[config.mk]
export PLATFORM = sky130hd
export DESIGN_NAME = ppc_dev_flat
export DESIGN_NICKNAME = d
export VERILOG_FILES = /design/src/ppc_pkg.sv /design/src/ppc_link_if.sv /design/src/ppc_dev.sv /design/src/flat_wrapper.sv
export SDC_FILE = /design/constraint.sdc
export NUM_CORES = 2
export LEC_CHECK = 0
export ABC_CLOCK_PERIOD_IN_PS = 12300
export BUFFER_PORTS_ARGS = -buffer_cell sky130_fd_sc_hd__buf_2
export CAP_MARGIN = 25
export CORE_MARGIN = 4
export CORE_UTILIZATION = 30
export CTS_CLUSTER_SIZE = 20
export DETAILED_ROUTE_END_ITERATION = 10
export PLACE_DENSITY = 0.54
export SKIP_LAST_GASP = 1
export SYNTH_ARGS = -nofsm -noshare
export SYNTH_HDL_FRONTEND = slang
export SYNTH_SLANG_ARGS = --single-unit
[constraint.sdc]
create_clock -name mclk -period 12.3 [get_ports mclk]
set_input_delay 1.23 -clock mclk [delete_from_list [all_inputs] [get_ports mclk]]
set_output_delay 1.23 -clock mclk [all_outputs]
set_load 0.01 [all_outputs]
[src/ppc_pkg.sv]
`default_nettype none
package ppc_pkg;
    // serial frame layout, sent msb first: op, address, data, parity
    localparam int FRAME_W    = 29;
    localparam int OP_W       = 4;
    localparam int ADDR_W     = 8;
    localparam int DATA_W     = 16;
    localparam int OP_MSB     = 28;
    localparam int ADDR_MSB   = 24;
    localparam int DATA_MSB   = 16;
    localparam int CNT_W      = 5;
    // channels and per-channel groups
    localparam int NCH        = 64;
    localparam int GRP_W      = 4;
    localparam int NGRP       = 16;
    localparam int GRP_IDX_W  = 4;
    // pattern memory: page = transition index, slot = pattern number
    localparam int NPAGE      = 16;
    localparam int NSLOT      = 16;
    localparam int PAGE_W     = 4;
    localparam int SLOT_W     = 4;
    localparam int MEM_AW     = 8;
    localparam int WORD_W     = 11;
    localparam int DUR_W      = 8;
    localparam int LVL_W      = 2;
    localparam int WORD_LAST  = 10;
    localparam int LVL_LSB    = 8;
    localparam logic [WORD_W-1:0] MEM_CLEAR_WORD = 11'h000;
    localparam logic [MEM_AW-1:0] MEM_LAST_ADDR  = 8'hFF;
    localparam logic [PAGE_W-1:0] PAGE_LAST      = 4'hF;
    // output levels
    localparam logic [LVL_W-1:0] LVL_GND = 2'h0;
    localparam logic [LVL_W-1:0] LVL_POS = 2'h1;
    localparam logic [LVL_W-1:0] LVL_NEG = 2'h2;
    // reset values of programmable settings
    localparam logic [NCH-1:0]    CH_CTRL_RST = 64'h0000_0000_0000_0000;
    localparam logic [SLOT_W-1:0] PTR_RST     = 4'h0;
    // host timing defaults, in mclk cycles; the frame gap counts sclk half periods
    localparam int SCLK_HALF_DEF   = 4;
    localparam int FRAME_GAP_DEF   = 8;
    localparam int SYNC_PERIOD_DEF = 4000;
    localparam int SYNC_HIGH_DEF   = 8;
    typedef enum logic [OP_W-1:0] {
        OP_NOP     = 4'h0,
        OP_WR_PAT  = 4'h1,
        OP_SET_PTR = 4'h2,
        OP_WR_PD   = 4'h3,
        OP_WR_INV  = 4'h4,
        OP_WR_TRE  = 4'h5,
        OP_WR_TRD  = 4'h6,
        OP_MEM_RST = 4'h7
    } ppc_op_t;
endpackage
`default_nettype wire

[src/ppc_link_if.sv]
`timescale 1ns/1ps
`default_nettype none
interface ppc_link_if;
    logic sclk;
    logic sen_n;
    logic sdin;
    logic sync;
    logic thermal_shutdown_flag;
    logic config_check_error;
    logic transmit_receive_indicator;
    modport dev (input sclk, input sen_n, input sdin, input sync,
                 output thermal_shutdown_flag, output config_check_error, output transmit_receive_indicator);
    modport host (output sclk, output sen_n, output sdin, output sync,
                  input thermal_shutdown_flag, input config_check_error, input transmit_receive_indicator);
endinterface
`default_nettype wire

[src/ppc_dev.sv]
`timescale 1ns/1ps
`default_nettype none
module ppc_dev (
    input  wire logic              mclk,
    input  wire logic              nrst,
    ppc_link_if.dev                lnk,
    input  wire logic              hv_present,
    input  wire logic              thermal_trip,
    output logic [ppc_pkg::NCH-1:0] tx_pos,
    output logic [ppc_pkg::NCH-1:0] tx_neg,
    output logic [ppc_pkg::NCH-1:0] tr_switch_control,
    output logic                   mem_clear_busy
);
    import ppc_pkg::*;

    typedef enum logic [1:0] {ST_IDLE, ST_PLAY, ST_CLEAR} ppc_state_t;

    // pin index inside the synchroniser vector
    localparam int PIN_SCLK = 0;
    localparam int PIN_SEN  = 1;
    localparam int PIN_SDIN = 2;
    localparam int PIN_SYNC = 3;
    localparam int NPIN     = 4;

    logic [NPIN-1:0] s1_ff, s2_ff, s3_ff, flt_ff, prv_ff, nxt_flt;

    // three-stage synchroniser; a level counts once stages two and three agree
    always_comb begin
        for (int i = 0; i < NPIN; i++) begin
            nxt_flt[i] = (s2_ff[i] == s3_ff[i]) ? s3_ff[i] : flt_ff[i];
        end
    end

    always_ff @(posedge mclk) begin
        s1_ff <= {lnk.sync, lnk.sdin, lnk.sen_n, lnk.sclk};
        s2_ff <= s1_ff;
        s3_ff <= s2_ff;
        if (!nrst) begin
            flt_ff <= 4'h2;
            prv_ff <= 4'h2;
        end else begin
            flt_ff <= nxt_flt;
            prv_ff <= flt_ff;
        end
    end

    logic sclk_rise, sen_fall, sen_rise, sync_rise;
    assign sclk_rise = flt_ff[PIN_SCLK] & ~prv_ff[PIN_SCLK];
    assign sen_fall  = ~flt_ff[PIN_SEN] & prv_ff[PIN_SEN];
    assign sen_rise  = flt_ff[PIN_SEN] & ~prv_ff[PIN_SEN];
    assign sync_rise = flt_ff[PIN_SYNC] & ~prv_ff[PIN_SYNC];

    // serial shift and frame check
    logic [FRAME_W-1:0] shr_ff, nxt_shr;
    logic [CNT_W-1:0]   bcnt_ff, nxt_bcnt;
    logic               cfg_err_ff, nxt_cfg_err;
    logic               frame_ok, frame_exec;

    assign frame_ok   = (bcnt_ff == CNT_W'(FRAME_W)) && (^shr_ff == 1'b0);
    assign frame_exec = sen_rise & frame_ok;

    always_comb begin
        nxt_shr     = shr_ff;
        nxt_bcnt    = bcnt_ff;
        nxt_cfg_err = cfg_err_ff;
        if (sen_fall) begin
            nxt_bcnt = '0;
        end else if (sclk_rise && !flt_ff[PIN_SEN]) begin
            nxt_shr = {shr_ff[FRAME_W-2:0], flt_ff[PIN_SDIN]};
            if (bcnt_ff != CNT_W'(FRAME_W)) begin
                nxt_bcnt = bcnt_ff + 1'b1;
            end else begin
                nxt_bcnt = bcnt_ff;
            end
        end
        if (sen_rise && !frame_ok) begin
            nxt_cfg_err = 1'b1;
        end
    end

    always_ff @(posedge mclk) begin
        if (!nrst) begin
            shr_ff     <= '0;
            bcnt_ff    <= '0;
            cfg_err_ff <= 1'b0;
        end else begin
            shr_ff     <= nxt_shr;
            bcnt_ff    <= nxt_bcnt;
            cfg_err_ff <= nxt_cfg_err;
        end
    end

    logic [OP_W-1:0]   f_op;
    logic [ADDR_W-1:0] f_addr;
    logic [DATA_W-1:0] f_data;
    assign f_op   = shr_ff[OP_MSB -: OP_W];
    assign f_addr = shr_ff[ADDR_MSB -: ADDR_W];
    assign f_data = shr_ff[DATA_MSB -: DATA_W];

    // programmable settings, all restored by nrst
    logic [NCH-1:0]    pd_ff, inv_ff, tre_ff, trd_ff;
    logic [NCH-1:0]    nxt_pd, nxt_inv, nxt_tre, nxt_trd;
    logic [SLOT_W-1:0] ptr_ff, nxt_ptr;
    logic [GRP_IDX_W-1:0] grp;
    assign grp = f_addr[GRP_IDX_W-1:0];

    always_comb begin
        nxt_pd  = pd_ff;
        nxt_inv = inv_ff;
        nxt_tre = tre_ff;
        nxt_trd = trd_ff;
        nxt_ptr = ptr_ff;
        if (frame_exec) begin
            unique case (f_op)
                OP_SET_PTR: nxt_ptr = f_data[SLOT_W-1:0];
                // bit 0 of a group is its lowest channel
                OP_WR_PD:   nxt_pd[grp*GRP_W +: GRP_W]  = f_data[GRP_W-1:0];
                OP_WR_INV:  nxt_inv[grp*GRP_W +: GRP_W] = f_data[GRP_W-1:0];
                OP_WR_TRE:  nxt_tre[grp*GRP_W +: GRP_W] = f_data[GRP_W-1:0];
                OP_WR_TRD:  nxt_trd[grp*GRP_W +: GRP_W] = f_data[GRP_W-1:0];
                default: begin
                end
            endcase
        end
    end

    always_ff @(posedge mclk) begin
        if (!nrst) begin
            pd_ff  <= CH_CTRL_RST;
            inv_ff <= CH_CTRL_RST;
            tre_ff <= CH_CTRL_RST;
            trd_ff <= CH_CTRL_RST;
            ptr_ff <= PTR_RST;
        end else begin
            pd_ff  <= nxt_pd;
            inv_ff <= nxt_inv;
            tre_ff <= nxt_tre;
            trd_ff <= nxt_trd;
            ptr_ff <= nxt_ptr;
        end
    end

    // pattern memory: no reset, contents undefined until cleared or loaded
    logic [WORD_W-1:0] mem [NPAGE*NSLOT];
    logic              mem_we;
    logic [MEM_AW-1:0] mem_waddr;
    logic [WORD_W-1:0] mem_wdata;

    always_ff @(posedge mclk) begin
        if (mem_we) begin
            mem[mem_waddr] <= mem_wdata;
        end
    end

    // transmit and clear sequencer
    ppc_state_t        st_ff, nxt_st;
    logic [PAGE_W-1:0] tr_ff, nxt_tr;
    logic [DUR_W-1:0]  dcnt_ff, nxt_dcnt;
    logic [SLOT_W-1:0] act_ptr_ff, nxt_act_ptr;
    logic [MEM_AW-1:0] clr_ff, nxt_clr;
    logic [WORD_W-1:0] cur_word;
    logic [LVL_W-1:0]  cur_lvl;
    logic              therm_ff;

    // the pointer is latched at sync so a mid-event change waits for the next event
    assign cur_word = mem[{tr_ff, act_ptr_ff}];
    assign cur_lvl  = (st_ff == ST_PLAY) ? cur_word[LVL_LSB +: LVL_W] : LVL_GND;

    always_comb begin
        nxt_st      = st_ff;
        nxt_tr      = tr_ff;
        nxt_dcnt    = dcnt_ff;
        nxt_act_ptr = act_ptr_ff;
        nxt_clr     = clr_ff;
        mem_we      = 1'b0;
        mem_waddr   = {f_addr[PAGE_W+SLOT_W-1:SLOT_W], f_addr[SLOT_W-1:0]};
        mem_wdata   = f_data[WORD_W-1:0];
        unique case (st_ff)
            ST_IDLE: begin
                if (frame_exec && f_op == OP_MEM_RST) begin
                    nxt_st  = ST_CLEAR;
                    nxt_clr = '0;
                end else if (frame_exec && f_op == OP_WR_PAT) begin
                    mem_we = 1'b1;
                end else if (sync_rise && hv_present && !therm_ff) begin
                    nxt_st      = ST_PLAY;
                    nxt_tr      = '0;
                    nxt_dcnt    = '0;
                    nxt_act_ptr = ptr_ff;
                end
            end
            ST_PLAY: begin
                if (therm_ff || !hv_present) begin
                    nxt_st = ST_IDLE;
                end else if (dcnt_ff == cur_word[DUR_W-1:0]) begin
                    nxt_dcnt = '0;
                    if (cur_word[WORD_LAST] || tr_ff == PAGE_LAST) begin
                        nxt_st = ST_IDLE;
                    end else begin
                        nxt_tr = tr_ff + 1'b1;
                    end
                end else begin
                    nxt_dcnt = dcnt_ff + 1'b1;
                end
            end
            ST_CLEAR: begin
                mem_we    = 1'b1;
                mem_waddr = clr_ff;
                mem_wdata = MEM_CLEAR_WORD;
                nxt_clr   = clr_ff + 1'b1;
                if (clr_ff == MEM_LAST_ADDR) begin
                    nxt_st = ST_IDLE;
                end
            end
        endcase
    end

    always_ff @(posedge mclk) begin
        if (!nrst) begin
            st_ff      <= ST_IDLE;
            tr_ff      <= '0;
            dcnt_ff    <= '0;
            act_ptr_ff <= PTR_RST;
            clr_ff     <= '0;
        end else begin
            st_ff      <= nxt_st;
            tr_ff      <= nxt_tr;
            dcnt_ff    <= nxt_dcnt;
            act_ptr_ff <= nxt_act_ptr;
            clr_ff     <= nxt_clr;
        end
    end

    // channel drive: inversion swaps polarity, power-down forces ground
    logic [NCH-1:0] pos_ff, neg_ff, tr_switch_control_ff, nxt_pos, nxt_neg, nxt_tr_switch_control;
    logic           txi_ff, clr_busy_ff;

    always_comb begin
        for (int c = 0; c < NCH; c++) begin
            nxt_pos[c]  = ~pd_ff[c] & (inv_ff[c] ? (cur_lvl == LVL_NEG) : (cur_lvl == LVL_POS));
            nxt_neg[c]  = ~pd_ff[c] & (inv_ff[c] ? (cur_lvl == LVL_POS) : (cur_lvl == LVL_NEG));
            // forced disable wins so a conflicting setting never shorts the receiver
            nxt_tr_switch_control[c] = ~trd_ff[c] & (tre_ff[c] | (st_ff != ST_PLAY));
        end
    end

    always_ff @(posedge mclk) begin
        if (!nrst) begin
            pos_ff      <= '0;
            neg_ff      <= '0;
            tr_switch_control_ff     <= '0;
            txi_ff      <= 1'b0;
            therm_ff    <= 1'b0;
            clr_busy_ff <= 1'b0;
        end else begin
            pos_ff      <= nxt_pos;
            neg_ff      <= nxt_neg;
            tr_switch_control_ff     <= nxt_tr_switch_control;
            txi_ff      <= (st_ff == ST_PLAY);
            therm_ff    <= thermal_trip;
            clr_busy_ff <= (st_ff == ST_CLEAR);
        end
    end

    assign tx_pos                         = pos_ff;
    assign tx_neg                         = neg_ff;
    assign tr_switch_control              = tr_switch_control_ff;
    assign mem_clear_busy                 = clr_busy_ff;
    assign lnk.thermal_shutdown_flag      = therm_ff;
    assign lnk.config_check_error         = cfg_err_ff;
    assign lnk.transmit_receive_indicator = txi_ff;
endmodule // ppc_dev
`default_nettype wire

[src/flat_wrapper.sv]
// flat-port wrapper written by rule: the top's interface ports become plain ports
module ppc_dev_flat import ppc_pkg::*;
  (mclk, nrst, hv_present, thermal_trip, tx_pos, tx_neg, tr_switch_control, mem_clear_busy, lnk_sclk, lnk_sen_n, lnk_sdin, lnk_sync, lnk_thermal_shutdown_flag, lnk_config_check_error, lnk_transmit_receive_indicator);
  ppc_link_if lnk_i ();
  input  wire logic mclk;
  input  wire logic nrst;
  input  wire logic hv_present;
  input  wire logic thermal_trip;
  output logic [ppc_pkg::NCH-1:0] tx_pos;
  output logic [ppc_pkg::NCH-1:0] tx_neg;
  output logic [ppc_pkg::NCH-1:0] tr_switch_control;
  output logic mem_clear_busy;
  input wire logic [$bits(lnk_i.sclk)-1:0] lnk_sclk;
  input wire logic [$bits(lnk_i.sen_n)-1:0] lnk_sen_n;
  input wire logic [$bits(lnk_i.sdin)-1:0] lnk_sdin;
  input wire logic [$bits(lnk_i.sync)-1:0] lnk_sync;
  output wire logic [$bits(lnk_i.thermal_shutdown_flag)-1:0] lnk_thermal_shutdown_flag;
  output wire logic [$bits(lnk_i.config_check_error)-1:0] lnk_config_check_error;
  output wire logic [$bits(lnk_i.transmit_receive_indicator)-1:0] lnk_transmit_receive_indicator;
  assign lnk_i.sclk = lnk_sclk;
  assign lnk_i.sen_n = lnk_sen_n;
  assign lnk_i.sdin = lnk_sdin;
  assign lnk_i.sync = lnk_sync;
  assign lnk_thermal_shutdown_flag = lnk_i.thermal_shutdown_flag;
  assign lnk_config_check_error = lnk_i.config_check_error;
  assign lnk_transmit_receive_indicator = lnk_i.transmit_receive_indicator;
  ppc_dev u_core (.mclk(mclk), .nrst(nrst), .lnk(lnk_i), .hv_present(hv_present), .thermal_trip(thermal_trip), .tx_pos(tx_pos), .tx_neg(tx_neg), .tr_switch_control(tr_switch_control), .mem_clear_busy(mem_clear_busy));
endmodule
# Word-level counts from Yosys, hierarchy flattened
# Memories as Yosys holds them, arrays and structs flattened.
# Index checks and enable logic that the tools add are counted.
# op_classes
add_sub_neg	5
eq_ne	33
shift	2
n_mux	163
n_bitwise	398
reduce_logical	30
# op_table
cell	n
bitwise mux 64 bit	4
bitwise AND 1 bit	197
inverter 1 bit	137
two-way mux 1 bit	132
OR 1 bit	64
variable shift 4 x 34 -> 64 bit, first input constant	1
indexed part select 4 x 34 -> 64 bit	1
two-way mux 8 bit	7
negator 6 -> 34 bit	1
one-hot mux 8 bit (2 select lines)	2
parity 29 bit	1
two-way mux 4 bit	6
adder 8 x 1 -> 8 bit, second input constant	2
== test 4 x 3 -> 1 bit, second input constant	4
two-way mux 2 bit	8
AND reduction 2 bit	8
two-way mux 11 bit	1
inequality test 2 x 1 -> 1 bit, second input constant	5
AND reduction 5 bit	2
inequality test 3 x 1 -> 1 bit, second input constant	3
== test 4 x 2 -> 1 bit, second input constant	2
== test 8 bit	1
== test 8 bit, second input constant	1
inequality test 2 bit, second input constant	4
other kinds (21)	37
# word_totals
reg_bits	536
ramBits	2816
inputBits	8
out_inout_bits	196
elab_cells	659
mem_count	1
# mem_list
memory	depth	width	rd	rd_clocked_by_memory_dff	write_ports	line	source
u_core.mem	256	11	1	0	1	ppc_dev.sv:144	logic [WORD_W-1:0] mem [NPAGE*NSLOT];

# Logic depth before layout (Yosys ltp)
# logic_depth
depth_word	10
depth_mapped	17
mapped_depth_nobuf	12

# Worst setup path before layout
# No wires, ideal clock.
# synth_timing
path_type	reg2reg
start	register u_core.st_ff[0]
end	memory u_core.mem[0][3] (data pin)
arrival_ps	7380
required_ps	10847
setup_slack_ps	3466
path_stages_with_launch	7
n_path_buf	3
synth_period_minus_slack_ps	8834
cell_sequence	dfxtp_1 inv_1 ha_1 clkbuf_1 clkbuf_1 clkbuf_1 nor2b_1
# synth_between
elab_chain_len	2
# synth_lines
item	line	source
from (decl)	ppc_dev.sv:156	ppc_state_t st_ff, nxt_st;
from (signal assigned)	ppc_dev.sv:226	st_ff <= nxt_st;
== test 2 bit	ppc_dev.sv:178	unique case (st_ff)
two-way mux 11 bit	ppc_dev.sv:178	
via u_core.mem_wdata[3]	ppc_dev.sv:147	logic [WORD_W-1:0] mem_wdata;
to (decl)	ppc_dev.sv:144	
# The timed path passes the listed nets, and every way through them passes these cells.

# Worst setup path after layout
# layout_timing
start	register u_core.act_ptr_ff[0]
end	register u_core.neg_ff[5] (netlist: u_core.tx_neg[5])
# layout_between
elab_chain_len	5
word_cells_on_any_way	6
# layout_lines
item	line	source
from (decl)	ppc_dev.sv:159	logic [SLOT_W-1:0] act_ptr_ff, nxt_act_ptr;
from (signal assigned)	ppc_dev.sv:229	act_ptr_ff <= nxt_act_ptr;
memory read (256 x 11 bit) *	-	
two-way mux 2 bit *	ppc_dev.sv:167	assign cur_lvl = (st_ff == ST_PLAY) ? cur_word[LVL_LSB +: LVL_W] : LVL_GND;
== test 2 bit or == test 2 x 1 -> 1 bit (tied branches)	ppc_dev.sv:241	nxt_neg[c] = ~pd_ff[c] & (inv_ff[c] ? (cur_lvl == LVL_POS) : (cur_lvl == LVL_NEG));
two-way mux 1 bit *	ppc_dev.sv:241	
bitwise AND 1 bit *	ppc_dev.sv:241	
to (signal assigned)	ppc_dev.sv:257	neg_ff <= nxt_neg;
to (decl)	ppc_dev.sv:235	logic [NCH-1:0] pos_ff, neg_ff, tr_switch_control_ff, nxt_pos, nxt_neg, nxt_tr_switch_control;
# Every way passes the cells marked *; elsewhere a longest branch is shown, timed or not.
# A chain may end at the register's enable or synchronous reset.

==> qor.csv <==
stage;metric;value;unit
outcome;status;finished, violations left;
outcome;failing checks;DRC;
timing;Finish-stage setup viols;0;
synth;Post-synth top flop;edfxtp_1;
placed_design;placer congestion estimate;0.842;
synth;Post-Synth Adder-Cell Area;0.106;%
global_route;total track usage;17.3;%
floorplan;DIE HEIGHT;664;um
finish;share of cells above drive strength 1;24.6;%
synth;syn nets;7039;
clocking;CTS tree;done;
clocking;post_cts resized;0;
synth;flops & latches, synth;3351;
clocking;root buffer cell;clkbuf_16;
finish;FF+latch area;95300;sq um
global_route;grt ovf;0;
clocking;Clock Sinks;3351;
synth;mux share of post-synthesis cell area;16.7;%
synth;post-synthesis compound-gate area fraction;2.66;%
critical_path;critical path, cell by cell;buf_16 > buf_12 > buf_12 > mux4_2 > mux4_2 > mux4_2 > nand2_1 > nand3_1 > o21ai_1 > and3_4 > buf_4 > mux2i_1 > nor2_1;
detailed_routing;DRT Pass-1 Iters;9;
power_and_ir_drop;Pleak;47.3;nW
timing;headroom to the max-slew limit;10.1;%
detailed_routing;WL final;393;mm
synth;main combinational cell family by area after synthesis;multiplexers;
floorplan;Die X-Extent;664;um
synth;Simple-Gate Fraction of Synth Area;4.66;%
timing;final hold vios;0;
clocking;postcts setup bufs;0;
timing;total negative slack;0;ps
finish;FILL cells;40000;
timing;Clock Skews;93.4;ps
clocking;H-tree Lvls;5;
detailed_routing;DRT iter0 DRCs;8741;
synth;mean area per synthesized cell;18.4;sq um
power_and_ir_drop;Max IR drop VDD;0.000111;V
timing;Slew Limit Fails;0;
finish;area grow syn2layout;16.2;%
critical_path;Max stage delay on crit path;820;ps
synth;sequential area share after synthesis;73.7;%
floorplan;die footprint;441000;sq um
floorplan;I/O Pins;204;
synth;Post-synth ARST share;0;%
timing;worst slew pin tran;1350;ps
synth;synthesized area;129000;sq um
global_route;largest net degree at the start of global routing;198;
critical_path;CP endpoint kind;register;
clocking;Inserted Clock Buffers;341;
detailed_routing;Via Count;70200;
floorplan;Core Footprint;428000;sq um
synth;xor-xnor portion of the synthesized cell area;0.360;%
timing;hold slack;314;ps
critical_path;Critical Path RT;13080;ps
critical_path;most frequent CP cell;mux4_2;
critical_path;CP arrival;7430;ps
detailed_routing;Routed wire per std cell;29.1;um
floorplan;Rows;240;
timing;Max Clk Rate;150;MHz
clocking;Skew-Pair Late Insertion Delay;920;ps
detailed_routing;Detail Route Antenna Nets;0;
detailed_routing;vias per std cell;5.19;
placed_design;DP HPWL;246;mm
timing;final worst-path cycle share;54.0;%
run;# Max-Cap Violations;0;
critical_path;Max FO, Critical Path;97;
min_path;worst min path class;reg2reg;
placed_design;IO buf count;203;
timing;RSZ-0062 raised after global routing;no;
finish;area occupied by multi-input gates;31800;sq um
timing;Tmin final;6650;ps
finish;final-stage net count;7584;
detailed_routing;DRC violation count after routing;2;
critical_path;critical path class;reg2reg;
clocking;CTS clk-pin slew, worst paths;60;ps
synth;Netlist cell types;84;
global_route;antenna violations before repair;29;
synth;Post-synth EDFFs;2816;
synth;YS warnings;0;
critical_path;slowest CP cell;buf_4;
clocking;CTS Hold Bufs;0;
floorplan;Initial Util;30.2;%
global_route;vias in the first global route;69200;
power_and_ir_drop;pwr/cell area;152;nW/um^2
critical_path;Critical Path Start Type;register;
synth;Cells after Synth;7020;
global_route;first-pass GRT wire length;550;mm
clocking;Clock Path Buffers;4;
area by class of cell:
type / instances / area share [%]
Timing Repair Buffer: 607 / 3.13
Sequential cell: 3351 / 63.4
Clock buffer: 426 / 6.07
Antenna cell: 13 / 0.0217
Tap cell: 5687 / 4.74
Clock inverter: 177 / 1.18
Inverter: 91 / 0.238
Multi-Input combinational cell: 3173 / 21.2
power by group:
group	switching [mW]	internal [mW]
Sequential	0.0655	12.2
Combinational	0.183	0.0869
Clock	4.38	5.91
Total	4.63	18.2
logic make-up (layout without fill, tap and decap cells):
group | Yosys count | in the layout
xor gates and xnor gates | 50 | 50
other | 0 | 13
AOI/OAI and AO/OA | 501 | 501
muxes | 1234 | 1234
and+or+nand+nor | 1377 | 1377
adders and majority gates | 11 | 11
DFF | 3351 | 3351
buffers and inverters | 496 | 1301
stage by stage:
stage,power (mW),setup WS (ps),cell area (sq um),instances,util [%]
after floorplan,12.6,3470,129000,7020,-
after global placement,12.8,5160,138000,12700,32.1
after detailed placement,12.8,5580,139000,12900,32.5
after CTS,23.0,5520,150000,13500,35.1
after global routing,23.5,5290,150000,13500,35.1
final,22.8,5650,150000,13500,35.1
per-layer routing:
metal	vias to the layer above	GRT usage, %	share of wire, %	routed length (um)
li1	28900	-	-	-
met1	37400	24.2	42	165000
met2	3339	27.1	46	181000
met3	573	3.46	8.6	33800
met4	2	5.53	3.4	13500
met5	-	0	0.0028	11
worst max-delay path, delay by kind of cell (launching register included):
family | cells | cell delay [ps]
and+or+nand+nor | 4 | 1210
DFF | 1 | 580
AOI/OAI and AO/OA | 1 | 590
buffers and inverters | 4 | 2100
muxes | 4 | 1820
final timing paths:
check,startpoint,end,slack (ps),cells after the start
worst max-delay path,u_core.act_ptr_ff[0],u_core.tx_neg[5],5650,13
worst max register to register,u_core.act_ptr_ff[0],u_core.tx_neg[5],5650,13
worst min register to register,u_core.s1_ff[1],u_core.s2_ff[1],310,0
worst min-delay path,u_core.s1_ff[1],u_core.s2_ff[1],310,0
synthesized netlist by cell type, drive strengths merged, types with 5 or more instances:
library cell	instances	area, sq um
clkbuf	187	702
a22o	10	87.6
and3	12	75.1
xnor2	33	289
nand3b	12	90.1
nand2b	87	544
mux4	731	16500
edfxtp	2816	84600
o211a	5	50.1
o22ai	65	407
a22oi	65	507
o211ai	6	45.0
a2111oi	5	50.0
nand4	11	68.8
mux2i	470	4700
nor4	16	100
o21ai	52	260
a32oi	5	43.8
xor2	15	131
nand2	257	965
nand3	52	273
a221oi	26	228
nor2b	30	188
ha	11	138
nor4b	6	52.6
a31oi	13	81.3
nor3	51	260
o221ai	11	103
nor2	777	2920
buf	218	1340
and2	26	163
a21oi	110	551
o31ai	12	90.1
or3	9	61.3
or2	9	56.3
dfxtp	535	10700
inv	90	338
mux2	33	372
a211oi	82	621
registers in the layout (all words and copies together) (netlist names), 5 cells and up:
signal                    count
u_core.tx_neg                64
u_core.inv_ff                64
u_core.bcnt_ff                5
u_core.clr_ff                 8
u_core.mem                 2816
u_core.shr_ff                29
u_core.tre_ff                64
u_core.tr_switch_control     64
u_core.pd_ff                 64
u_core.trd_ff                64
u_core.tx_pos                64
u_core.dcnt_ff                8
cells in the final DEF (no fill, tap or decap), drive strengths merged, types with 13 or more instances in the layout:
cell,n
a211oi,82
a21oi,110
a221oi,26
a22oi,65
a31oi,13
and2,26
buf,607
bufinv,31
clkbuf,426
clkinv,128
dfxtp,535
diode,13
edfxtp,2816
inv,98
mux2,33
mux2i,470
mux4,731
nand2,257
nand2b,87
nand3,52
nor2,777
nor2b,30
nor3,51
nor4,16
o21ai,52
o22ai,65
xnor2,33
xor2,15
(Power assumes the default switching activity.)
